<file path="src/core/spic_consts.svh">
// constants for the serial port clocking and data block
`ifndef SPIC_CONSTS_SVH
`define SPIC_CONSTS_SVH

// ****************************************
// register addresses and reset byte
// ****************************************
`define SPIC_ADDR_CLOCK_DIVIDER 8'h85
`define SPIC_ADDR_DATA_PORT 8'h86
`define SPIC_RESET_BYTE 8'h00

// ****************************************
// framing and slave timing in system clocks
// ****************************************
`define SPIC_BITS_PER_XFER 4'h8
`define SPIC_LAST_BIT 3'h7
`define SPIC_ONE_BIT 3'h1
`define SPIC_ONE_DIV 8'h01
`define SPIC_ONE_HOLD 4'h1
`define SPIC_SLAVE_LAST_HOLD 4'h6

`endif

</file>
<file path="src/core/spic_pkg.sv">
// types shared by the serial port clocking and data block
package spic_pkg;
    typedef enum logic [2:0] {
        spic_idle = 3'h1,
        spic_run = 3'h2,
        spic_tail = 3'h4
    } spic_state_type;
endpackage

</file>
<file path="src/core/spic_shift_if.sv">
// shift register carrier between the control and shifter modules
`timescale 1ns/1ps
interface spic_shift_if;
    logic load;
    logic [7:0] load_byte;
    logic sample;
    logic sample_bit;
    logic shift;
    logic [7:0] shift_byte;
    modport ctrl (output load, load_byte, sample, sample_bit, shift,
        input shift_byte);
    modport shifter (input load, load_byte, sample, sample_bit, shift,
        output shift_byte);
endinterface

</file>
<file path="src/core/spic_shifter.sv">
// single eight bit shift register, msb first
`timescale 1ns/1ps
`include "spic_consts.svh"
module spic_shifter (
    input wire logic sys_clk,
    input wire logic rst_n,
    spic_shift_if.shifter port
);
    logic [7:0] sreg;
    logic [7:0] next_sreg;
    logic in_bit;
    logic [7:0] next_in_bit;

    always_comb begin
        next_sreg = sreg;
        next_in_bit = {7'h00, in_bit};
        if (port.load) begin
            next_sreg = port.load_byte;
        end else if (port.shift) begin
            next_sreg = {sreg[6:0], in_bit};
        end
        if (port.sample) begin
            next_in_bit = {7'h00, port.sample_bit};
        end
    end

    always_ff @(posedge sys_clk) begin
        if (!rst_n) begin
            sreg <= `SPIC_RESET_BYTE;
            in_bit <= 1'b0;
        end else begin
            sreg <= next_sreg;
            in_bit <= next_in_bit[0];
        end
    end

    assign port.shift_byte = sreg;
endmodule

</file>
<file path="src/core/spic_port.sv">
// serial port clocking, data register and master/slave shift sequencing
// What this block does
// - master clock is system clock over 2(div+1)
// - data write fills tx buffer, starts master
// - data read returns the receive buffer
// - polarity one inverts the serial clock
// - slave drives miso within four clocks
// - slave releases miso within four clocks
// - slave updates miso within four clocks
// - phase one, miso changes 6-8 clocks late
// - slave samples mid bit; master one clock before end (phase zero, divider not zero), else mid bit
// - done flag sticky; tx empty tracks buffer
`timescale 1ns/1ps
`include "spic_consts.svh"
module spic_port (
    input wire logic sys_clk,
    input wire logic rst_n,
    input wire logic [7:0] reg_addr,
    input wire logic reg_write,
    input wire logic reg_read,
    input wire logic [7:0] reg_wdata,
    output logic [7:0] reg_rdata,
    input wire logic port_enable,
    input wire logic master_mode,
    input wire logic clock_polarity_sel,
    input wire logic clock_phase_sel,
    input wire logic done_flag_clear,
    output logic transfer_done_flag,
    output logic tx_buffer_empty,
    output logic sck_out,
    output logic sck_oe,
    input wire logic sck_in,
    output logic mosi_out,
    output logic mosi_oe,
    input wire logic mosi_in,
    output logic miso_out,
    output logic miso_oe,
    input wire logic miso_in,
    input wire logic slave_select_n
);
    spic_shift_if sh ();

    spic_shifter u_shifter (
        .sys_clk(sys_clk),
        .rst_n(rst_n),
        .port(sh)
    );

    // ****************************************
    // registers and flags
    // ****************************************
    logic [7:0] clock_divide_value;
    logic [7:0] tx_buffer;
    logic [7:0] rx_buffer;
    logic [7:0] next_clock_divide_value;
    logic [7:0] next_tx_buffer;
    logic [7:0] next_rx_buffer;
    logic next_done_flag;
    logic next_tx_empty;
    logic wr_div;
    logic wr_data;
    logic xfer_end;
    logic capture_rx;
    logic load_now;

    assign wr_div = reg_write && reg_addr == `SPIC_ADDR_CLOCK_DIVIDER;
    assign wr_data = reg_write && reg_addr == `SPIC_ADDR_DATA_PORT;

    always_comb begin
        next_clock_divide_value = clock_divide_value;
        next_tx_buffer = tx_buffer;
        next_rx_buffer = rx_buffer;
        next_done_flag = transfer_done_flag;
        next_tx_empty = tx_buffer_empty;
        if (wr_div) begin
            next_clock_divide_value = reg_wdata;
        end
        // a write while the buffer is still full is dropped
        if (wr_data && tx_buffer_empty) begin
            next_tx_buffer = reg_wdata;
            next_tx_empty = 1'b0;
        end
        if (load_now) begin
            next_tx_empty = 1'b1;
        end
        if (done_flag_clear) begin
            next_done_flag = 1'b0;
        end
        // taken one clock after the last shift so bit zero is in place
        if (capture_rx) begin
            next_rx_buffer = sh.shift_byte;
            next_done_flag = 1'b1;
        end
    end

    always_ff @(posedge sys_clk) begin
        if (!rst_n) begin
            clock_divide_value <= `SPIC_RESET_BYTE;
            tx_buffer <= `SPIC_RESET_BYTE;
            rx_buffer <= `SPIC_RESET_BYTE;
            transfer_done_flag <= 1'b0;
            tx_buffer_empty <= 1'b1;
        end else begin
            clock_divide_value <= next_clock_divide_value;
            tx_buffer <= next_tx_buffer;
            rx_buffer <= next_rx_buffer;
            transfer_done_flag <= next_done_flag;
            tx_buffer_empty <= next_tx_empty;
        end
    end

    always_comb begin
        reg_rdata = `SPIC_RESET_BYTE;
        if (reg_read && reg_addr == `SPIC_ADDR_DATA_PORT) begin
            reg_rdata = rx_buffer;
        end else if (reg_read && reg_addr == `SPIC_ADDR_CLOCK_DIVIDER) begin
            reg_rdata = clock_divide_value;
        end
    end

    // ****************************************
    // sequencer
    // ****************************************
    spic_pkg::spic_state_type state;
    spic_pkg::spic_state_type next_state;
    logic [7:0] div_cnt;
    logic [7:0] next_div_cnt;
    logic [3:0] edge_cnt;
    logic [3:0] next_edge_cnt;
    logic sck_phase;
    logic next_sck_phase;
    logic sck_prev;
    logic [3:0] tail_cnt;
    logic [3:0] next_tail_cnt;
    logic [2:0] bit_cnt;
    logic [2:0] next_bit_cnt;
    logic [7:0] mid_cnt;
    logic [7:0] next_mid_cnt;
    logic ss_prev;
    logic miso_en;
    logic next_miso_en;
    logic miso_q;
    logic next_miso_q;
    logic mosi_q;
    logic next_mosi_q;
    logic half_tick;
    logic sck_norm;
    logic lead_edge;
    logic trail_edge;
    logic sample_edge;
    logic shift_edge;
    logic slave_sel;

    // slave clock brought back to polarity zero
    assign sck_norm = sck_in ^ clock_polarity_sel;
    assign lead_edge = sck_norm && !sck_prev;
    assign trail_edge = !sck_norm && sck_prev;
    assign sample_edge = clock_phase_sel ? trail_edge : lead_edge;
    assign shift_edge = clock_phase_sel ? lead_edge : trail_edge;
    assign slave_sel = port_enable && !master_mode && !slave_select_n;
    assign half_tick = div_cnt == clock_divide_value;
    assign load_now = state == spic_pkg::spic_idle && !tx_buffer_empty &&
        port_enable && (master_mode || slave_sel);

    always_comb begin
        next_state = state;
        next_div_cnt = div_cnt;
        next_edge_cnt = edge_cnt;
        next_sck_phase = sck_phase;
        next_tail_cnt = tail_cnt;
        next_bit_cnt = bit_cnt;
        next_mid_cnt = mid_cnt;
        next_miso_en = slave_sel;
        next_miso_q = miso_q;
        next_mosi_q = mosi_q;
        xfer_end = 1'b0;
        sh.load = load_now;
        sh.load_byte = tx_buffer;
        sh.sample = 1'b0;
        sh.sample_bit = master_mode ? miso_in : mosi_in;
        sh.shift = 1'b0;
        unique case (state)
            spic_pkg::spic_idle: begin
                next_div_cnt = `SPIC_RESET_BYTE;
                next_edge_cnt = 4'h0;
                next_bit_cnt = 3'h0;
                next_mid_cnt = `SPIC_RESET_BYTE;
                next_sck_phase = 1'b0;
                if (load_now) begin
                    next_state = spic_pkg::spic_run;
                    next_mosi_q = tx_buffer[7];
                    next_miso_q = tx_buffer[7];
                end
            end
            spic_pkg::spic_run: begin
                if (master_mode) begin
                    next_div_cnt = half_tick ? `SPIC_RESET_BYTE :
                        div_cnt + `SPIC_ONE_DIV;
                    // miso taken one system clock before the bit closes
                    if (sck_phase && !clock_phase_sel &&
                            div_cnt + `SPIC_ONE_DIV == clock_divide_value)
                            begin
                        sh.sample = 1'b1;
                    end
                    // divider zero: a bit is two clocks, sample at its middle
                    if (!sck_phase && !clock_phase_sel && half_tick &&
                            clock_divide_value == `SPIC_RESET_BYTE) begin
                        sh.sample = 1'b1;
                    end
                    if (!sck_phase && clock_phase_sel &&
                            div_cnt == clock_divide_value) begin
                        sh.sample = 1'b1;
                    end
                    if (half_tick) begin
                        next_sck_phase = !sck_phase;
                        next_edge_cnt = edge_cnt + `SPIC_ONE_HOLD;
                        if (sck_phase) begin
                            sh.shift = 1'b1;
                            next_bit_cnt = bit_cnt + `SPIC_ONE_BIT;
                            next_mosi_q = sh.shift_byte[6];
                            if (bit_cnt == `SPIC_LAST_BIT) begin
                                xfer_end = 1'b1;
                                next_state = spic_pkg::spic_idle;
                            end
                        end
                    end
                end else begin
                    // slave: sample latched at the mid bit sampling edge
                    if (sample_edge) begin
                        sh.sample = 1'b1;
                        next_mid_cnt = mid_cnt + `SPIC_ONE_DIV;
                    end
                    if (shift_edge && mid_cnt != `SPIC_RESET_BYTE) begin
                        sh.shift = 1'b1;
                        next_mid_cnt = mid_cnt - `SPIC_ONE_DIV;
                        next_bit_cnt = bit_cnt + `SPIC_ONE_BIT;
                        next_miso_q = sh.shift_byte[6];
                    end
                    if (sample_edge && bit_cnt == `SPIC_LAST_BIT) begin
                        next_state = spic_pkg::spic_tail;
                        next_tail_cnt = 4'h0;
                    end
                    if (!slave_sel) begin
                        next_state = spic_pkg::spic_idle;
                    end
                end
            end
            spic_pkg::spic_tail: begin
                // final bit shifts in, miso moves six clocks after edge
                next_tail_cnt = tail_cnt + `SPIC_ONE_HOLD;
                if (tail_cnt == 4'h0) begin
                    sh.shift = 1'b1;
                    xfer_end = 1'b1;
                end
                if (tail_cnt == `SPIC_SLAVE_LAST_HOLD - `SPIC_ONE_HOLD)
                        begin
                    next_miso_q = tx_buffer[7];
                    next_state = spic_pkg::spic_idle;
                end
            end
            default: begin
                next_state = spic_pkg::spic_idle;
            end
        endcase
    end

    always_ff @(posedge sys_clk) begin
        if (!rst_n) begin
            state <= spic_pkg::spic_idle;
            capture_rx <= 1'b0;
            div_cnt <= `SPIC_RESET_BYTE;
            edge_cnt <= 4'h0;
            sck_phase <= 1'b0;
            sck_prev <= 1'b0;
            tail_cnt <= 4'h0;
            bit_cnt <= 3'h0;
            mid_cnt <= `SPIC_RESET_BYTE;
            ss_prev <= 1'b1;
            miso_en <= 1'b0;
            miso_q <= 1'b0;
            mosi_q <= 1'b0;
        end else begin
            state <= next_state;
            capture_rx <= xfer_end;
            div_cnt <= next_div_cnt;
            edge_cnt <= next_edge_cnt;
            sck_phase <= next_sck_phase;
            sck_prev <= sck_norm;
            tail_cnt <= next_tail_cnt;
            bit_cnt <= next_bit_cnt;
            mid_cnt <= next_mid_cnt;
            ss_prev <= slave_select_n;
            miso_en <= next_miso_en;
            miso_q <= next_miso_q;
            mosi_q <= next_mosi_q;
        end
    end

    // ****************************************
    // pins
    // ****************************************
    assign sck_out = sck_phase ^ clock_polarity_sel;
    assign sck_oe = port_enable && master_mode;
    assign mosi_out = mosi_q;
    assign mosi_oe = port_enable && master_mode;
    assign miso_out = miso_q;
    assign miso_oe = miso_en;
endmodule

</file>
<file path="config.mk">
export PLATFORM = sky130hd
export DESIGN_NAME = spic_port
export DESIGN_NICKNAME = d
export VERILOG_FILES = /design/src/core/spic_pkg.sv /design/src/core/spic_shift_if.sv /design/src/core/spic_shifter.sv /design/src/core/spic_port.sv
export VERILOG_INCLUDE_DIRS = /design/src /design/src/core
export SDC_FILE = /design/constraint.sdc
export NUM_CORES = 1
export LEC_CHECK = 0
export ABC_AREA = 1
export BUFFER_PORTS_ARGS = -buffer_cell sky130_fd_sc_hd__buf_2
export CORE_UTILIZATION = 50
export DETAILED_ROUTE_END_ITERATION = 6
export GPL_TIMING_DRIVEN = 0
export PLACE_DENSITY = 0.7
export SETUP_SLACK_MARGIN = 0.02
export SYNTH_ARGS = -nofsm -noshare
export SYNTH_HDL_FRONTEND = slang
export SYNTH_SLANG_ARGS = --single-unit
</file>
<file path="constraint.sdc">
create_clock -name sys_clk -period 4 [get_ports sys_clk]
set_clock_uncertainty 0.1 [all_clocks]
set_input_delay 0.6 -clock sys_clk [delete_from_list [all_inputs] [get_ports sys_clk]]
set_output_delay 0.6 -clock sys_clk [all_outputs]
set_load 0.005 [all_outputs]
</file>
-- Word-level counts from Yosys, hierarchy flattened
Cells that the tools add are included.
- add/sub/neg operators: 5
- eq/ne operators: 23
- muxes and demuxes: 62
- bitwise gates (word level): 3
- reduce and logical (&&, ||, !) cells: 47
- operators with widths (cell ; count):
    two-way mux 8 bit ; 9
    two-way mux 3 bit ; 12
    one-hot mux 8 bit (2 select lines) ; 2
    two-way mux 1 bit ; 29
    logical AND 1 bit ; 22
    adder 8 x 1 -> 8 bit (second input constant) ; 2
    == test 8 bit ; 2
    == test 8 bit (second input constant) ; 2
    inequality test 2 bit (second input constant) ; 8
    inequality test 3 bit (second input constant) ; 5
    AND reduction 5 bit ; 2
    one-hot mux 3 bit (3 select lines) ; 1
    AND reduction 3 bit ; 3
    logical NOT 8 bit ; 1
    two-way mux 4 bit ; 2
    one-hot mux 1 bit (2 select lines) ; 4
    one-hot mux 4 bit (2 select lines) ; 1
    nonzero test 2 bit ; 4
    nonzero test 8 bit ; 1
    subtractor 8 x 1 -> 8 bit (second input constant) ; 1
    logical NOT 1 bit ; 7
    == test 3 bit (second input constant) ; 2
    one-hot mux 3 bit (2 select lines) ; 1
    AND reduction 6 bit ; 1
    other kinds (15) ; 16
- register bits after elaboration: 67
- output and inout port bits: 16
- logic and storage cells: 158

-- Logic depth before layout (Yosys ltp)
Gate-level depths: netlist of the first run.
- depth in word-level cells: 10
- depth in mapped cells: 16
- depth with buffers taken out: 16

-- Modules after synthesis
Synthesis of the first run repeated with hierarchy kept, for this count alone.
- cell total of the unflattened synthesis: 564
- area total of the unflattened synthesis: 3878.7 µm²
- by module, submodules not included (module ; instances ; cells an instance ; area an instance (µm²) ; seq. area each (µm²)):
    spic_port ; 1 ; 496 ; 3428.3 ; 1161.1
    spic_shifter ; 1 ; 68 ; 450.4 ; 180.2

-- Worst setup path before layout of the first run
Ideal clock, no wire load.
- path kind: input-to-output
- start point: input reg_addr[5]
- end point: output reg_rdata[1]
- data arrival time: 1666 ps
- slack: 1634 ps
- stages on the path: 6
- buffers on the path: 1
- cell sequence: nor4_1 nand4_1 inv_1 clkbuf_1 nand3_1 o21ai_0
- cells in the longest elaborated chain, start to end: 4
- RTL lines (what ; RTL line ; source):
    start: declaration ; spic_port.sv:18 ; input wire logic [7:0] reg_addr,
    == test 8 bit (no line) ; n/a ;
    logical AND 1 bit (no line) ; n/a ;
    two-way mux 8 bit ; spic_port.sv:116 ; end else if (reg_read && reg_addr == `SPIC_ADDR_CLOCK_DIVIDER) begin
    two-way mux 8 bit (*) ; spic_port.sv:114 ; if (reg_read && reg_addr == `SPIC_ADDR_DATA_PORT) begin
    end: declaration ; spic_port.sv:22 ; output logic [7:0] reg_rdata,
Mark *: on every way between the ends. The rest lies on a longest branch, timed or not.

-- Worst setup path in the final report of the first run
- start point: input reg_addr[5]
- end point: output reg_rdata[7]
Same word-level chain as after synthesis.

==> results of run 1 <==
kinds of logic after synthesis:
family	count (synthesis)	synth area share
buf+inv	89	0.0952
simple gates	233	0.284
flops	67	0.361
fa+ha+maj	12	0.0404
xor+xnor	16	0.0377
compound gates	118	0.182
stage by stage:
step | utilization | total power, µW | instances | instance area (µm²) | hold slack (ns)
after CTS | 0.591 | 1480 | 693 | 4260 | 0.380
after global routing | 0.591 | 1530 | 693 | 4260 | 0.393
final | 0.591 | 1470 | 693 | 4260 | 0.377
after global placement | 0.562 | 873 | 677 | 4060 | 0.353
after floorplan | - | 819 | 535 | 3720 | 0.348
after detailed placement | 0.562 | 877 | 677 | 4060 | 0.364
registers in the layout (all words and copies together), names as in the netlist, 3 cells and up:
register                   count
clock_divide_value             8
div_cnt                        8
mid_cnt                        8
rx_buffer                      8
sh.load_byte                   8
u_shifter.port.shift_byte      8
tail_cnt                       4
bit_cnt                        3
state                          3
metal layers:
metal  share of wire  up-vias  track usage
met5               0        -            0
met4           0.011        0       0.0762
met3           0.046       10       0.0569
met2            0.46       86        0.421
met1            0.48     1713        0.336
li1                -     1883            -
layout make-up:
| type | instances | area [µm²] |
|---|---|---|
| tap | 99 | 124 |
| multi-input combinational | 379 | 2020 |
| clock inverter | 7 | 81.3 |
| fill | 729 | 2950 |
| clock buffer | 9 | 124 |
| sequential | 67 | 1340 |
| timing repair buffer | 43 | 215 |
| inverter | 76 | 290 |
| buffer | 13 | 63.8 |
synthesized netlist by cell type, drive strengths merged (4+ instances only):
library cell,n,area [µm²]
inv,76,290
o31ai,4,30.0
nand3,43,228
ha,12,150
a211oi,4,30.0
nor2,56,229
nand2,106,405
nand4,7,43.8
xor2,7,61.3
xnor2,9,78.8
clkbuf,11,41.3
a21oi,37,189
nor4,4,25.0
dfxtp,67,1340
o21ai,54,282
a31oi,8,56.3
nor3,8,62.6
critical path, stage by stage:
cell and delay, ns:
buf_2 0.09, nor4_1 0.44, nand4_1 0.14, inv_1 0.16, clkbuf_1 0.32, nand3_1 0.13
o31ai_1 0.09, buf_2 0.16
worst paths after layout:
check / from / to / slack [ns] / depth (start not counted)
max: reg_addr[5] / reg_rdata[7] / 1.17 / 8
max reg2reg: mid_cnt[2] / mid_cnt[6] / 1.50 / 13
min: transfer_done_flag / transfer_done_flag / 0.38 / 2
min reg2reg: transfer_done_flag / transfer_done_flag / 0.38 / 2
power by group:
part	total [µW]	switching, µW	internal [µW]	leakage, µW
registers	691	11.4	680	0.000540
clock network	603	305	298	0.000101
logic	172	113	59.3	0.00135
placed cells by master, fill, tap and decap left out, types with 4 or more instances in the layout:
| cell | instances |
|---|---|
| inv_1 | 72 |
| nand4_1 | 7 |
| nor4_1 | 4 |
| a211oi_1 | 4 |
| a31oi_1 | 7 |
| xor2_1 | 7 |
| a21oi_1 | 36 |
| clkbuf_8 | 9 |
| ha_1 | 12 |
| clkbuf_1 | 11 |
| nor3_1 | 6 |
| buf_2 | 43 |
| nor2_1 | 54 |
| o21ai_0 | 45 |
| o31ai_1 | 4 |
| xnor2_1 | 9 |
| nand2_1 | 103 |
| dfxtp_1 | 67 |
| nand3_1 | 42 |
| inv_6 | 4 |
| o21ai_1 | 6 |
==> flow_summary.json, run 1 <==
{
  "postLayoutSetupSlackWorst_ns": 1.17,
  "hold_class": "flop to flop",
  "avgViaCountPerCell": 5.33,
  "drive_gt1_frac": 0.138,
  "synth_edf_count": 0,
  "ys_ff_latch": 67,
  "antenna_found_initial": 0,
  "vias": 3692,
  "dp_slack_ns": 1.17,
  "clk_pin_slew_ns": 0.08,
  "die_w_um": 88.2,
  "drcViolationCount": 0,
  "dp_hpwl_mm": 6.99,
  "grt-ovfl-total": 0,
  "arrival_ns": 2.13,
  "cts_setup_buffers": 0,
  "grt_pass1_wl_mm": 15.3,
  "clockBufferDepth": 2,
  "portBuffers": 43,
  "async_reset_ff_frac": 0,
  "status": "finished clean",
  "setup_viol": 0,
  "cts_resized": 0,
  "num_rows": 31,
  "dr.pass1.iters": 5,
  "worst_setup_path_end_kind": "output port",
  "relSlewSlack": 0.630,
  "cts_made_buffers": 9,
  "worstMarginPinSlew_ns": 0.555,
  "grt_pass1_vias": 3348,
  "wl_per_cell_um": 13.2,
  "hold_viol_final": 0,
  "layout.nets": 630,
  "worstSetupPathType": "primary input to output port",
  "synth.distinct_cells": 41,
  "yosysSeqAreaShare": 0.361,
  "synth_area_um2": 3720,
  "start_util": 0.515,
  "fin_crit_ns": 2.83,
  "track_usage": 0.256,
  "n_antenna_cell": 0,
  "drv_slew": 0,
  "ios": 45,
  "syn_nets": 576,
  "critical_path_peak_fanout": 10,
  "core_area_um2": 7210,
  "rsz0062_at_grt": "no",
  "postSynthCellCount": 535,
  "cts_root_buf": "clkbuf_8",
  "ir_drop_mv": 0.232,
  "avgSynthCellArea_um2": 6.95,
  "syn_to_final_growth_pct": 14.6,
  "ant_nets": 0,
  "grt_start_max_net_pins": 15,
  "cts_num_sinks": 67,
  "place.gp.congestion": 0.878,
  "die_area_um2": 7790,
  "drt-initial-drc-count": 159,
  "maxCapViolations": 0,
  "p_leak_uw": 0.00199,
  "finalSetupTns_ns": 0,
  "chipHeight_um": 88.2,
  "yosys_warnings": 0,
  "synth_flop_cell": "dfxtp_1",
  "insertion_delay_ns": 0.36,
  "cts_tree": "done",
  "hold_buffers": 0,
  "crit_required_ns": 3.30,
  "wirelength_mm": 9.15,
  "cp-start-kind": "primary input",
  "cts_max_level": 3,
  "powerDensity_nw_per_um2": 344,
  "fmax_mhz": 354,
  "fin_crit_sh": 0.707
}
Power figures use the tool's default switching activity.
==> inputs of run 2 (changes only) <==
Settings changed: PLACE_DENSITY 0.7 to 0.73.
Clock period 4 ns to 2.6 ns, I/O delays scaled along.
==> run 2 against run 1 <==
Compared with the run above: count of clock-buffer cells in the layout is the same; wire length up 4.3%; sequential power grew 53%; setup slack lost 1.0 ns; non-clock buffer count did not move; flip-flop and latch count unchanged; combinational power increased by 56%; core utilization grew 0.19 points; cell area increased by 0.32%; global-route usage grew 0.46 points; power increased by 54%; critical path type unchanged; largest power group unchanged; highest routed layer unchanged.
==> flow_summary.json, run 2 (synthesis results as in run 1) <==
{
  "status": "finished clean",
  "dp_hpwl_mm": 7.09,
  "hold_viol_final": 0,
  "rsz0062_at_grt": "no",
  "critical_path_peak_fanout": 10,
  "fin_crit_sh": 0.943,
  "fmax_mhz": 408,
  "relSlewSlack": 0.618,
  "powerDensity_nw_per_um2": 530,
  "place_inst": 677,
  "clk_pin_slew_ns": 0.08,
  "worstSetupPathType": "primary input to output port",
  "fin_crit_ns": 2.45,
  "clockBufferDepth": 2,
  "die_area_um2": 7790,
  "die_w_um": 88.2,
  "antenna_found_initial": 0,
  "grt_pass1_vias": 3340,
  "crit_required_ns": 2.11,
  "ir_drop_mv": 0.333,
  "cts_tree": "done",
  "fin_util": 0.593,
  "worstMarginPinSlew_ns": 0.568,
  "layout_commonest_cell": "nand2_1",
  "cts_num_sinks": 67,
  "track_usage": 0.261,
  "drt-initial-drc-count": 182,
  "wirelength_mm": 9.54,
  "grt_pass1_wl_mm": 15.5,
  "stdcell_count": 693,
  "postLayoutSetupSlackWorst_ns": 0.147,
  "drcViolationCount": 0,
  "portBuffers": 43,
  "cts_max_level": 3,
  "slowest_stage": "nor4_1",
  "grt_start_max_net_pins": 15,
  "hold_slack_ns": 0.169,
  "hold_buffers": 0,
  "worst_setup_path_end_kind": "output port",
  "cp-start-kind": "primary input",
  "drive_gt1_frac": 0.143,
  "insertion_delay_ns": 0.36,
  "avgViaCountPerCell": 5.28,
  "grt-ovfl-total": 0,
  "chipHeight_um": 88.2,
  "num_rows": 31,
  "hold_class": "primary input to flop",
  "dp_slack_ns": -0.0303,
  "cts_made_buffers": 9,
  "core_area_um2": 7210,
  "cts_root_buf": "clkbuf_8",
  "p_leak_uw": 0.00199,
  "wl_per_cell_um": 13.8,
  "cp_cell_sequence": "buf_2, nor4_1, nand4_1, inv_1, clkbuf_1, nand3_1, o31ai_1, buf_2",
  "dr.pass1.iters": 5,
  "drv_slew": 0,
  "cp_slowest_stage_delay_ns": 0.45,
  "setup_viol": 0,
  "ios": 45,
  "vias": 3659,
  "syn_to_final_growth_pct": 15.0,
  "arrival_ns": 1.96,
  "mostFrequentLayoutCells": "nand2_1 (103), inv_1 (71), dfxtp_1 (67)",
  "maxCapViolations": 0,
  "ant_nets": 0,
  "finalSetupTns_ns": 0,
  "layout.nets": 630,
  "fill_cells": 703,
  "place.gp.congestion": 0.883,
  "start_util": 0.515,
  "cpMostUsedCell": "buf_2",
  "n_antenna_cell": 0
}
[run 2: worst paths after layout]
check                     startpoint                 end  slack (ns)  cells after the start
hold reg to reg   transfer_done_flag  transfer_done_flag        0.37                      2
hold / removal       done_flag_clear  transfer_done_flag        0.17                      4
setup / recovery         reg_addr[5]        reg_rdata[4]        0.15                      8
setup reg to reg          mid_cnt[2]          mid_cnt[6]        0.28                     14
[run 2: critical path: cells and delay by family]
kind | cells | cell delay, ns
AO/OA/AOI/OAI | 1 | 0.10
AND/OR/NAND/NOR | 3 | 0.74
buffers and inverters | 4 | 0.74
[run 2: timing repair]
item                       CTS  global route
gates resized for setup      0             4
setup endpoints to repair    0             5
setup buffers                0             0
[run 2: cell type report]
| type | count | area (µm²) | area share |
|---|---|---|---|
| buffer | 13 | 63.8 | 0.0149 |
| clock buffer | 9 | 124 | 0.0290 |
| clock inverter | 7 | 83.8 | 0.0196 |
| inverter | 76 | 293 | 0.0685 |
| multi-input combinational | 379 | 2030 | 0.475 |
| sequential | 67 | 1340 | 0.314 |
| tap | 99 | 124 | 0.0290 |
| timing repair buffer | 43 | 215 | 0.0503 |
[run 2: report_power, final]
| part | switching, µW | internal [µW] | total [µW] |
|---|---|---|---|
| clock network | 472 | 461 | 933 |
| logic | 177 | 92.2 | 269 |
| registers | 16.9 | 1050 | 1060 |
| total | 666 | 1600 | 2270 |
[run 2: layer usage]
layer  wire (µm)  global-route usage  vias to the layer above  part of all wire
li1            -                   -                     1877                 -
met1        4550               0.348                     1667              0.48
met2        4380               0.425                       98              0.46
met3         459              0.0541                       17             0.048
met4         157              0.0777                        0             0.016
met5           0                   0                        -                 0
[run 2: through the flow]
step	instance area, µm²	power [µW]
final	4280	2270
after detailed placement	4060	1350
after floorplan	3720	1260
after global routing	4280	2360
after CTS	4270	2270
after global placement	4060	1340
==> inputs of run 3 (changes only) <==
Settings changed: ABC_AREA 1 to 0, CTS_BUF_LIST from default to sky130_fd_sc_hd__clkbuf_8, RECOVER_POWER from default to 100.
==> run 3 against run 2 <==
Compared with the run above: the run now ends with setup timing left; die area is 2.0% higher; non-clock buffer count is 17 higher; cell area is 7.4% higher; wire length is 5.1% lower; sequential share of layout area is 2.1 points lower; worst hold slack better by 0.044 ns; clock power is 15% higher; final cell count is 15% lower; sequential power hardly changed; synthesized cell count is 21% lower.
==> flow_summary.json, run 3 <==
{
  "grt-ovfl-total": 0,
  "synth.area.top_cells": "dfxtp_1 (35%), mux2i_1 (10%), nor2b_1 (7.7%)",
  "cts_tree": "done",
  "chipHeight_um": 89.1,
  "fmax_mhz": 333,
  "setup_viol": 19,
  "regArea_um2": 1340,
  "crit_required_ns": 2.73,
  "grt_pass1_vias": 3149,
  "violations": "setup timing",
  "worstSetupPathType": "flop to flop",
  "cts_made_buffers": 9,
  "relSlewSlack": 0.400,
  "layout.nets": 525,
  "cp-start-kind": "flop",
  "wl_per_cell_um": 15.4,
  "worstMarginPinSlew_ns": 0.892,
  "core_area_um2": 7290,
  "avgSynthCellArea_um2": 9.04,
  "drive_gt1_frac": 0.233,
  "arrival_ns": 3.14,
  "cp_slowest_stage_delay_ns": 0.53,
  "min_path_cells": 3,
  "grt_pass1_wl_mm": 15.1,
  "syn_nets": 461,
  "netlist.area_leader.share": 0.353,
  "postSynthCellCount": 420,
  "hold_viol_final": 0,
  "insertion_delay_ns": 0.35,
  "cts_num_sinks": 67,
  "reg2regPathDepth": 12,
  "yosys_warnings": 0,
  "clockBufferDepth": 2,
  "ff2ff_setup_slack_ns": -0.41,
  "place_inst": 562,
  "ios": 45,
  "clk_pin_slew_ns": 0.08,
  "r2r_end": "mid_cnt[7]",
  "powerDensity_nw_per_um2": 507,
  "start_util": 0.520,
  "synth_edf_count": 0,
  "n_antenna_cell": 0,
  "min-delay-start": "reg_wdata[2]",
  "fin_util": 0.630,
  "ir_drop_mv": 0.358,
  "cts_root_buf": "clkbuf_8",
  "dp_slack_ns": -0.592,
  "antenna_found_initial": 0,
  "num_rows": 31,
  "synth_area_um2": 3790,
  "dp_hpwl_mm": 6.37,
  "fin_crit_ns": 3.01,
  "drv_slew": 0,
  "vias": 3267,
  "hold_class": "primary input to flop",
  "status": "finished, violations left",
  "avgViaCountPerCell": 5.56,
  "finalSetupTns_ns": -3.28,
  "synth_flop_cell": "dfxtp_1",
  "portBuffers": 43,
  "yosysMostFrequentCell": "dfxtp_1",
  "track_usage": 0.250,
  "synth_top_cell_by_area": "dfxtp_1",
  "synthTopCellsByCount": "dfxtp_1 (67), nor2b_1 (47), mux2i_1 (39), nand2_1 (35), o21ai_0 (16)",
  "p_leak_uw": 0.00195,
  "drt-initial-drc-count": 129,
  "die_area_um2": 7940,
  "stdcell_count": 588,
  "mostFrequentLayoutCells": "dfxtp_1 (66), nor2b_1 (47), buf_2 (40)",
  "syn_to_final_growth_pct": 21.1,
  "slowest_stage": "or4_4",
  "layout_commonest_cell": "dfxtp_1",
  "multi_input_area_um2": 2460,
  "critical_path_peak_fanout": 4,
  "grt_start_max_net_pins": 14,
  "ys_ff_latch": 67,
  "cp_cell_sequence": "or4_4, or4_4, nand2_4, inv_6, ha_4, nand2_2, or3b_4, a31oi_4, o41ai_4, o21ai_1, xnor2_1, o21ai_1",
  "postLayoutSetupSlackWorst_ns": -0.406,
  "async_reset_ff_frac": 0,
  "worst_setup_path_end_kind": "flop",
  "r2r_start": "mid_cnt[3]",
  "wirelength_mm": 9.06,
  "maxCapViolations": 0,
  "dr.pass1.iters": 5,
  "fill_cells": 645,
  "fin_crit_sh": 1.16,
  "min_to": "clock_divide_value[2]",
  "rsz0062_at_grt": "yes",
  "die_w_um": 89.1,
  "synth.distinct_cells": 60,
  "drcViolationCount": 0,
  "ant_nets": 0,
  "cts_max_level": 3,
  "place.gp.congestion": 0.872,
  "yosysSeqAreaShare": 0.353
}
[run 3: metrics by stage]
| step | hold slack, ns | total power, µW | cell area, µm² |
|---|---|---|---|
| finish | 0.213 | 2330 | 4590 |
| global route | 0.209 | 2420 | 4590 |
| CTS | 0.199 | 2320 | 4550 |
| detailed placement | 0.358 | 1250 | 4180 |
| global placement | 0.352 | 1250 | 4180 |
| floorplan | 0.333 | 1190 | 3840 |
[run 3: layout make-up]
| cell class | instances | share of cell area |
|---|---|---|
| flip-flops and latches | 67 | 0.292 |
| well taps | 99 | 0.0270 |
| inverters | 5 | 0.00517 |
| plain buffers | 17 | 0.0199 |
| multi-input cells | 328 | 0.535 |
| clock buffers | 9 | 0.0270 |
| clock inverters | 7 | 0.0272 |
| repair buffers | 56 | 0.0664 |
[run 3: how the worst max path moves through the flow]
stage | startpoint | endpoint | slack [ns] | cells past startpoint
floorplan | mid_cnt[3] | mid_cnt[7] | -0.34 | 12
global placement | sck_in | mid_cnt[7] | -0.51 | 11
detailed placement | clock_polarity_sel | mid_cnt[7] | -0.59 | 11
CTS | mid_cnt[3] | mid_cnt[7] | -0.43 | 12
global route | mid_cnt[3] | mid_cnt[7] | -0.50 | 12
finish | mid_cnt[3] | mid_cnt[7] | -0.41 | 12
[run 3: per-layer routing]
| metal | track usage | wire [µm] |
|---|---|---|
| met4 | 0.0750 | 141 |
| met1 | 0.324 | 4070 |
| met5 | 0 | 0 |
| met3 | 0.0582 | 455 |
| met2 | 0.414 | 4390 |
[run 3: cells by family (layout without fill, tap and decap cells)]
group / Yosys count / count (layout) / synth area share
flops: 67 / 67 / 0.353
mux: 48 / 48 / 0.133
buf+inv: 25 / 94 / 0.0293
compound gates: 78 / 78 / 0.143
simple gates: 168 / 168 / 0.251
xor+xnor: 22 / 22 / 0.0508
fa+ha+maj: 12 / 12 / 0.0396
[run 3: critical path: cells and delay by family, from the launching register on]
kind                     cells  cell delay (ns)
AO/OA/AOI/OAI                4             0.50
XOR/XNOR                     1             0.14
adder cells (fa/ha/maj)      1             0.26
buffers and inverters        1             0.05
flip-flops                   1             0.33
AND/OR/NAND/NOR              5             1.53
[run 3: where the power goes]
part | internal [µW] | switching [µW] | leakage [µW]
Clock | 645 | 420 | 0.000124
Sequential | 1030 | 6.99 | 0.000541
Combinational | 104 | 121 | 0.00129
[run 3: timing repair]
| item | CTS | global route |
|---|---|---|
| buffers inserted | 7 | 6 |
| hold buffers | 0 | 0 |
| setup endpoints to repair | 21 | 27 |
| pin swaps | 5 | 7 |
| gates resized for setup | 12 | 13 |
